===== src/adsp_regs.svh =====
// timing, width and reset constants for the converter serial ready port
`ifndef ADSP_REGS_SVH
`define ADSP_REGS_SVH
`define ADSP_WORD_W 16
`define ADSP_BIT_CNT_W 5
`define ADSP_CLK_PERIOD_NS 50
`define ADSP_CONVERT_START_N_TIME_NS 5000
`define ADSP_CONVERT_START_N_CYCLES ((`ADSP_CONVERT_START_N_TIME_NS + `ADSP_CLK_PERIOD_NS - 1) / `ADSP_CLK_PERIOD_NS)
`define ADSP_CONVERT_START_N_CNT_W 8
`define ADSP_EARLY_CYCLES 2
`define ADSP_SCLK_HALF 2
`define ADSP_DIV_W 2
`define ADSP_SYNC_W 4
`define ADSP_SYNC_RST 4'hD
`define ADSP_STRAP_WAIT 2
`define ADSP_STRAP_WAIT_W 2
`define ADSP_WORD_RST 16'h0000
`endif


===== src/adsp_pkg.sv =====
// types shared by the converter serial ready port
package adsp_pkg;
  // shifter state, binary codes
  typedef enum logic [0:0] {
    ADSP_IDLE  = 1'b0,
    ADSP_SHIFT = 1'b1
  } adsp_state_t;

  // pins driven toward the reading party
  typedef struct packed {
    logic sclk;
    logic sclk_oe;
    logic serial_result_out;
    logic sdo_oe;
    logic rdy_n;
  } adsp_pins_t;
endpackage


===== src/adsp_port.sv =====
// serial output port and ready flag of a 16-bit converter
`timescale 1ns/1ns
`default_nettype none
`include "adsp_regs.svh"

// Behaviour
// RULE1 - role strap sets shift clock direction
// RULE2 - self-clocked: shift clock from master clock
// RULE3 - external mode: reader supplies the shift clock
// RULE4 - driven shift clock floats while deselected
// RULE5 - conversion end loads word, ready low
// RULE6 - ready high after all bits shifted
// RULE7 - deselected unread: ready high two cycles early
// RULE8 - external, selected, unread: ready high early
// RULE9 - msb first, advance on rising shift clock
// RULE10 - strap high master, strap low slave
// RULE11 - data output floats while deselected
// RULE12 - convert low starts; held low restarts
// RULE13 - reader waits ready, selects, clocks sixteen
module adsp_port
  import adsp_pkg::*;
(
  input wire logic ref_clk_i,
  input wire logic resetn_i,
  input wire logic serial_role_select_i, // strap pin
  input wire logic cs_n_i, // port select pin
  input wire logic sclk_i, // shift clock pin, external mode
  input wire logic convert_start_n_i, // convert pin
  input wire logic [`ADSP_WORD_W-1:0] convert_start_n_result_i, // result from the core
  output var adsp_pins_t pins_o, // port pins toward the reader
  output var logic convert_start_n_busy_o // conversion running
);

  // pin synchronisers, one bit each
  logic [`ADSP_SYNC_W-1:0] pin_raw;
  logic [`ADSP_SYNC_W-1:0] sync1_q;
  logic [`ADSP_SYNC_W-1:0] sync2_q;
  assign pin_raw = {serial_role_select_i, cs_n_i, sclk_i, convert_start_n_i};
  // reset levels match each pin's idle level; clock idles low, so no false rise
  logic [`ADSP_SYNC_W-1:0] sync_rst_w;
  assign sync_rst_w = `ADSP_SYNC_RST;

  genvar gi;
  generate
    for (gi = 0; gi < `ADSP_SYNC_W; gi++) begin : g_sync
      // two flops per pin; the first is read only by the second
      always_ff @(posedge ref_clk_i) begin
        if (!resetn_i) begin
          sync1_q[gi] <= sync_rst_w[gi];
          sync2_q[gi] <= sync_rst_w[gi];
        end else begin
          sync1_q[gi] <= pin_raw[gi];
          sync2_q[gi] <= sync1_q[gi];
        end
      end
    end
  endgenerate

  logic convert_start_n_s; // synchronised convert level
  logic sclk_s; // synchronised external shift clock
  logic cs_s; // synchronised port select
  logic role_s; // synchronised strap
  assign convert_start_n_s = sync2_q[0];
  assign sclk_s = sync2_q[1];
  assign cs_s = sync2_q[2];
  assign role_s = sync2_q[3];

  // strap capture once the synchronisers hold the pin, then frozen
  logic role_q; // 1 = self-clocked master
  logic strap_taken_q;
  logic [`ADSP_STRAP_WAIT_W-1:0] strap_cnt_q; // edges since release
  always_ff @(posedge ref_clk_i) begin
    if (!resetn_i) begin
      role_q <= 1'b0;
      strap_taken_q <= 1'b0;
      strap_cnt_q <= '0;
    end else if (!strap_taken_q) begin
      // synchronised copy shows its reset level for two edges; skip them
      if (strap_cnt_q == `ADSP_STRAP_WAIT_W'(`ADSP_STRAP_WAIT)) begin
        role_q <= role_s; // RULE10
        strap_taken_q <= 1'b1;
      end else begin
        strap_cnt_q <= strap_cnt_q + `ADSP_STRAP_WAIT_W'(1);
      end
    end
  end

  // conversion timer stands in for the converter core
  logic busy_q;
  logic [`ADSP_CONVERT_START_N_CNT_W-1:0] convert_start_n_cnt_q;
  logic start_w; // new conversion accepted
  logic done_w; // result available this cycle
  logic early_pt_w; // two master cycles before result
  assign start_w = !busy_q && !convert_start_n_s;
  assign done_w = busy_q &&
    (convert_start_n_cnt_q == `ADSP_CONVERT_START_N_CNT_W'(`ADSP_CONVERT_START_N_CYCLES - 1));
  assign early_pt_w = busy_q &&
    (convert_start_n_cnt_q == `ADSP_CONVERT_START_N_CNT_W'(`ADSP_CONVERT_START_N_CYCLES - 1 - `ADSP_EARLY_CYCLES));

  always_ff @(posedge ref_clk_i) begin
    if (!resetn_i) begin
      busy_q <= 1'b0;
      convert_start_n_cnt_q <= '0;
    end else if (start_w) begin
      busy_q <= 1'b1; // RULE12
      convert_start_n_cnt_q <= '0;
    end else if (done_w) begin
      // convert still low as ready falls: go again
      busy_q <= !convert_start_n_s; // RULE12
      convert_start_n_cnt_q <= '0;
    end else if (busy_q) begin
      convert_start_n_cnt_q <= convert_start_n_cnt_q + `ADSP_CONVERT_START_N_CNT_W'(1);
    end
  end

  // shifter state
  adsp_state_t state_q;
  logic [`ADSP_WORD_W-1:0] word_q; // msb sits on the data pin
  logic [`ADSP_BIT_CNT_W-1:0] bits_left_q; // rising edges still owed
  logic started_q; // reader has begun clocking
  logic rdy_n_q;

  // self-clocked shift clock divider
  logic [`ADSP_DIV_W-1:0] div_q;
  logic sclk_q;
  logic int_run_w; // master clock may run
  logic int_rise_w; // internal shift clock rises now
  assign int_run_w = role_q && (state_q == ADSP_SHIFT) && !cs_s;
  assign int_rise_w = int_run_w && !sclk_q &&
    (div_q == `ADSP_DIV_W'(`ADSP_SCLK_HALF - 1));

  always_ff @(posedge ref_clk_i) begin
    if (!resetn_i) begin
      div_q <= '0;
      sclk_q <= 1'b0;
    end else if (int_run_w) begin
      // rate follows the master clock only
      if (div_q == `ADSP_DIV_W'(`ADSP_SCLK_HALF - 1)) begin
        div_q <= '0;
        sclk_q <= !sclk_q; // RULE2
      end else begin
        div_q <= div_q + `ADSP_DIV_W'(1);
      end
    end else begin
      // park low so the next word starts with a clean rising edge
      div_q <= '0;
      sclk_q <= 1'b0;
    end
  end

  // external shift clock edge detect on the synchronised copy
  logic sclk_s_d_q;
  always_ff @(posedge ref_clk_i) begin
    if (!resetn_i) begin
      sclk_s_d_q <= 1'b0;
    end else begin
      sclk_s_d_q <= sclk_s;
    end
  end

  logic ext_rise_w; // reader clock rises while selected
  logic rise_w; // one bit advances
  logic early_w; // unread word dropped early
  assign ext_rise_w = !role_q && !cs_s && sclk_s && !sclk_s_d_q; // RULE3
  assign rise_w = (state_q == ADSP_SHIFT) && (role_q ? int_rise_w : ext_rise_w);
  // reader clock must stay well under a quarter of the master clock
  assign early_w = early_pt_w && (state_q == ADSP_SHIFT) &&
    (cs_s || (!role_q && !started_q)); // RULE7 RULE8

  // word load, shifting and ready flag
  always_ff @(posedge ref_clk_i) begin
    if (!resetn_i) begin
      state_q <= ADSP_IDLE;
      word_q <= `ADSP_WORD_RST;
      bits_left_q <= '0;
      started_q <= 1'b0;
      rdy_n_q <= 1'b1;
    end else if (done_w) begin
      // new result wins over any bit still in flight
      state_q <= ADSP_SHIFT;
      word_q <= convert_start_n_result_i; // RULE5
      bits_left_q <= `ADSP_BIT_CNT_W'(`ADSP_WORD_W);
      started_q <= 1'b0;
      rdy_n_q <= 1'b0; // RULE5
    end else if (early_w) begin
      state_q <= ADSP_IDLE;
      rdy_n_q <= 1'b1; // RULE7 RULE8
    end else if (rise_w) begin
      word_q <= {word_q[`ADSP_WORD_W-2:0], 1'b0}; // RULE9
      bits_left_q <= bits_left_q - `ADSP_BIT_CNT_W'(1);
      started_q <= 1'b1;
      if (bits_left_q == `ADSP_BIT_CNT_W'(1)) begin
        state_q <= ADSP_IDLE;
        rdy_n_q <= 1'b1; // RULE6
      end
    end
  end

  // output enables follow select and strap
  logic sdo_oe_q;
  logic sclk_oe_q;
  always_ff @(posedge ref_clk_i) begin
    if (!resetn_i) begin
      sdo_oe_q <= 1'b0;
      sclk_oe_q <= 1'b0;
    end else begin
      sdo_oe_q <= !cs_s; // RULE11
      sclk_oe_q <= role_q && !cs_s; // RULE1 RULE4
    end
  end

  assign pins_o = '{sclk: sclk_q, sclk_oe: sclk_oe_q, serial_result_out: word_q[`ADSP_WORD_W-1],
                    sdo_oe: sdo_oe_q, rdy_n: rdy_n_q};
  assign convert_start_n_busy_o = busy_q;

  // checks
  property p_clk_dir;
    @(posedge ref_clk_i) disable iff (!resetn_i)
    pins_o.sclk_oe |-> role_q;
  endproperty
  a_clk_dir: assert property (p_clk_dir) else $error("shift clock driven in slave role"); // RULE1

  property p_clk_float;
    @(posedge ref_clk_i) disable iff (!resetn_i)
    cs_s |=> !pins_o.sclk_oe;
  endproperty
  a_clk_float: assert property (p_clk_float) else $error("shift clock driven while deselected"); // RULE4

  property p_sdo_float;
    @(posedge ref_clk_i) disable iff (!resetn_i)
    cs_s ##1 cs_s |=> !pins_o.sdo_oe;
  endproperty
  a_sdo_float: assert property (p_sdo_float) else $error("data driven while deselected"); // RULE11

  property p_load;
    @(posedge ref_clk_i) disable iff (!resetn_i)
    done_w |=> !pins_o.rdy_n && word_q == $past(convert_start_n_result_i);
  endproperty
  a_load: assert property (p_load) else $error("result not loaded with ready low"); // RULE5

  property p_last_bit;
    @(posedge ref_clk_i) disable iff (!resetn_i)
    rise_w && bits_left_q == `ADSP_BIT_CNT_W'(1) && !done_w |=> pins_o.rdy_n;
  endproperty
  a_last_bit: assert property (p_last_bit) else $error("ready low after last bit"); // RULE6

  property p_early;
    @(posedge ref_clk_i) disable iff (!resetn_i)
    early_w |=> pins_o.rdy_n ##1 pins_o.rdy_n ##1 !pins_o.rdy_n;
  endproperty
  a_early: assert property (p_early) else $error("ready not released two cycles early"); // RULE7 RULE8

  property p_msb_shift;
    @(posedge ref_clk_i) disable iff (!resetn_i)
    rise_w && !done_w && !early_w |=>
      word_q == {$past(word_q[`ADSP_WORD_W-2:0]), 1'b0};
  endproperty
  a_msb_shift: assert property (p_msb_shift) else $error("data did not advance msb first"); // RULE9

  logic busy_o_chk; // busy raised with a fresh count
  assign busy_o_chk = convert_start_n_busy_o && convert_start_n_cnt_q == '0;
  property p_start;
    @(posedge ref_clk_i) disable iff (!resetn_i)
    start_w |=> busy_o_chk;
  endproperty
  a_start: assert property (p_start) else $error("convert low did not start"); // RULE12

  property p_slave_quiet;
    @(posedge ref_clk_i) disable iff (!resetn_i)
    strap_taken_q && !role_q |-> !pins_o.sclk && !pins_o.sclk_oe;
  endproperty
  a_slave_quiet: assert property (p_slave_quiet) else $error("slave drives shift clock"); // RULE10

  c_load: cover property (@(posedge ref_clk_i) disable iff (!resetn_i) done_w);
  c_full_read: cover property (@(posedge ref_clk_i) disable iff (!resetn_i)
    rise_w && bits_left_q == `ADSP_BIT_CNT_W'(1));
  c_early: cover property (@(posedge ref_clk_i) disable iff (!resetn_i) early_w);
endmodule
`default_nettype wire


===== config.mk =====
export PLATFORM = sky130hd
export DESIGN_NAME = adsp_port
export DESIGN_NICKNAME = d
export VERILOG_FILES = /design/src/adsp_pkg.sv /design/src/adsp_port.sv
export VERILOG_INCLUDE_DIRS = /design/src
export SDC_FILE = /design/constraint.sdc
export NUM_CORES = 1
export LEC_CHECK = 0
export ABC_AREA = 1
export ABC_CLOCK_PERIOD_IN_PS = 1920
export BUFFER_PORTS_ARGS = -buffer_cell sky130_fd_sc_hd__buf_2
export CAP_MARGIN = 20
export CORE_UTILIZATION = 50
export CTS_BUF_LIST = sky130_fd_sc_hd__clkbuf_16
export DETAILED_ROUTE_END_ITERATION = 6
export PLACE_DENSITY = 0.7
export SLEW_MARGIN = 20
export SYNTH_ARGS = -nofsm -noshare
export SYNTH_HDL_FRONTEND = slang
export SYNTH_SLANG_ARGS = --single-unit

===== constraint.sdc =====
create_clock -name ref_clk_i -period 1.92 [get_ports ref_clk_i]
set_input_delay 0 -clock ref_clk_i [delete_from_list [all_inputs] [get_ports ref_clk_i]]
set_output_delay 0 -clock ref_clk_i [all_outputs]
set_load 0.02 [all_outputs]

==> metrics.md <==
| Metric | Value |
|---|---|
| Status | `completed` |
| Worst-margin pin slew | `0.606 ns` |
| PortBufs | `27` |
| Initial antenna violation count | `0` |
| Global Route Usage Sum | `about a fifth` |
| Startpoint Class | `flip-flop` |
| Finish-stage setup viols | `0` |
| Final Hold Viols | `0` |
| EDFF count, synth | `0` |
| Crit-path slowest cell | `dfxtp_1` |
| Largest net degree at the start of global routing | `36` |
| Share of cells above drive strength 1 | `between 20 and 30%` |
| Cells along the critical path | `ha_1 -> nand2_2 -> nor2_8 -> nand2_8 -> inv_2 -> nor2_4 -> o21ai_2 -> nor2_1` |
| Setup slack after layout | `0.282 ns` |
| Crit path kind | `reg -> reg` |
| ANT cells | `0` |
| Data arrival, critical path | `approximately 1.8 ns` |
| Grt total ovfl | `0` |
| Max Cap Viol | `0` |
| CTS Buf Count | `5` |
| Leakage power | `0.00119 uW` |
| CTS sink cnt | `between 50 and 60` |
| Layout Area Growth over Synthesis | `12.2%` |
| Crit path buf inv count | `1` |
| GPL Wtd Cong | `roughly 0.82` |
| Effective utilization at floorplan | `roughly 53%` |
| Ports | `28` |
| H-Tree Depth | `2` |
| Mapped Nets | `between 300 and 400` |
| Critical Path Max Stage Delay | `roughly 0.38 ns` |
| Post-route DRC | `0` |
| Syn Area/Cell | `slightly above 8 um^2` |
| Drt initial violations | `67` |
| Die width | `roughly 73 um` |
| CTS root buf | `clkbuf_16` |
| Slew Viols, Final | `0` |
| Setup TNS | `0 ns` |
| Hold WC Path Type | `in -> reg` |
| Die area | `around 5400 um^2` |
| Cts repair resizes | `0` |
| Clk slew on worst S/H paths | `around 0.060 ns` |
| Peak VDD IR | `0.546 mV` |
| Min Clock Period, post-route | `1.64 ns` |
| DRT antenna net count | `0` |
| CP Max Fanout | `35` |
| DRT Pass-1 Iters | `4` |
| Worst EP required | `around 2.1 ns` |
| Tcrit/Tclk final | `85.3%` |
| Synth Flop Type | `dfxtp_1` |
| WL/cell | `around 11 um` |
| CTS tree | `yes` |
| Core area | `slightly below 5000 um^2` |
| Vias | `1989` |
| Hold buffers post-CTS | `7` |
| Yosys top cell area share | `approximately two fifths` |
| Slew headroom | `around three fifths` |
| First-pass GRT wire length | `approximately 7.9 mm` |
| Chip Height | `between 70 and 80 um` |
| Synth Instances | `around 320` |
| Fmax achieved | `between 600 and 700 MHz` |
| Worst Skew | `0.00503 ns` |
| Vias in the first global route | `approximately 1.8k` |
| Register bit total from synthesis | `approximately 50` |
| Synth Cell Area | `2550 um^2` |
| Post-place setup slack | `between 0.2 and 0.3 ns` |
| Core Rows | `25` |
| Fraction of the yosys area taken by sequential cells | `40.1%` |
| Postcts setup bufs | `0` |
| Post-synth ARST share | `0%` |
| Clk buf depth | `2` |
| Dpl hpwl | `just over 3 mm` |
| Routed WL | `around 4.5 mm` |
| Vias/cell | `between 4 and 5` |
| Critical path capture point type | `flip-flop` |
| Netlist cell types | `32` |
| Final nets | `369` |
| Synth area leaders | `dfxtp_1 40%, nand2_1 10%, nand3_1 7.1%` |
| Pwr dens | `~800 nW/um^2` |
| Filler cells | `around 450` |
| Clock Latency Late Sink | `just under 0.3 ns` |
| Largest area contributor in the netlist | `dfxtp_1` |
| Yosys warns | `0` |
| Top delay family on crit path | `simple AND/OR/NAND/NOR gates` |
| Unrepaired setup endpoints after global routing | `no` |
[layer usage]
metal  up-vias  wire [um]  global-route usage, %  share of wire (%)
li1       1055          -                      -                  -
met1       884       2150                   24.1                 48
met2        44       2100                   31.4                 46
met3         6        202                   4.66                4.5
met4         0         71                   7.05                1.6
met5         -          0                      0                  0
[synthesized netlist by cell type, types with 2 or more instances]
cell type  instances
nand2_1           69
buf_12             2
ha_1               6
inv_1             27
xor2_1             4
nand4_1            2
nor2_2             2
buf_2              2
buf_6              4
nor3_1             4
nor2_1            23
inv_2              3
nand2_8            3
nand3_1           36
dfxtp_1           51
nand2_2           11
nor2_8             2
o21ai_0            6
a21oi_2           12
a21oi_1           16
nand3_2            5
or2_2              7
buf_4              7
nor2_4             2
buf_1              2
[worst register-to-register path, stage by stage (launching register included)]
cell,delay (ns)
dfxtp_1,0.38
ha_1,0.22
nand2_2,0.11
nor2_8,0.15
nand2_8,0.18
inv_2,0.16
nor2_4,0.05
o21ai_2,0.18
nor2_1,0.09
[state kept, by name (all words and copies together), names as in the netlist, 2 cells and up]
signal	cells
word_q	16
convert_start_n_cnt_q	8
bits_left_q	5
sync1_q	4
div_q	2
strap_cnt_q	2
[final cells by class]
type	instances	area (um^2)	share of cell area, %
well taps	67	83.8	2.93
multi-input cells	217	1260	44.0
clock buffers	5	125	4.38
flip-flops and latches	51	1020	35.7
repair buffers	36	220	7.70
clock inverters	2	37.5	1.31
inverters	30	113	3.94
[cell usage in the layout (no fill, tap or decap)]
master | netlist | routed
nand4_1 | 2 | 2
o21bai_2 | 1 | 1
buf_2 | 2 | 27
inv_2 | 3 | 3
o21ai_0 | 6 | 6
dlygate4sd3_1 | 0 | 7
a21oi_1 | 16 | 16
or2_2 | 7 | 7
nand3_2 | 5 | 5
buf_4 | 7 | 2
a21boi_2 | 1 | 1
nand3_4 | 1 | 1
o211ai_2 | 1 | 1
inv_1 | 27 | 27
nand3_1 | 36 | 36
o21a_1 | 1 | 1
nor2_4 | 2 | 2
nor2_1 | 23 | 23
nor2_2 | 2 | 2
ha_1 | 6 | 6
dfxtp_1 | 51 | 51
clkinvlp_4 | 0 | 1
bufinv_16 | 0 | 1
nor3_1 | 4 | 4
nor2_8 | 2 | 2
clkbuf_16 | 0 | 5
nand2_8 | 3 | 3
nand2_2 | 11 | 11
a21oi_2 | 12 | 12
xor2_1 | 4 | 4
xnor2_1 | 1 | 1
o21ai_2 | 1 | 1
nand2_1 | 69 | 69
[through the flow]
step	hold WS (ns)	instance area (um^2)	instances	total power (uW)	util (%)
floorplan	0.0935	2550	315	1270	-
global placement	0.180	2630	394	1310	54.5
detailed placement	0.188	2630	394	1320	54.5
CTS	0.0752	2860	408	2310	59.4
global route	0.0911	2860	408	2390	59.4
finish	0.0805	2860	408	2280	59.4
[final timing paths]
kind,from,endpoint,slack (ns),depth (start not counted)
worst max-delay path,convert_start_n_cnt_q[0]$_SDFFE_PP0P_,convert_start_n_cnt_q[6]$_SDFFE_PP0P_,0.28,8
worst min-delay path,convert_start_n_result_i[11],word_q[11]$_SDFFE_PN0P_,0.08,5
worst max register to register,convert_start_n_cnt_q[0]$_SDFFE_PP0P_,convert_start_n_cnt_q[6]$_SDFFE_PP0P_,0.28,8
worst min register to register,sync1_q[2]$_SDFF_PN1_,cs_s$_SDFF_PN1_,0.41,1
[logic make-up (layout without fill, tap and decap cells)]
| family | after synthesis | count (layout) | share of synthesized area, % |
|---|---|---|---|
| simple gates | 167 | 167 | 34.3 |
| flops | 51 | 51 | 40.1 |
| buf+inv | 47 | 73 | 10.5 |
| compound gates | 39 | 39 | 10.5 |
| fa+ha+maj | 6 | 6 | 2.95 |
| xor+xnor | 5 | 5 | 1.72 |
[report_power, final]
part           switching (uW)  leakage (uW)  internal (uW)  total (uW)
logic                     105      0.000705           72.6         178
registers                25.7      0.000414           1100        1130
clock network             368     0.0000759            607         975
total                     499       0.00119           1780        2280
Power figures use the tool's default switching activity.
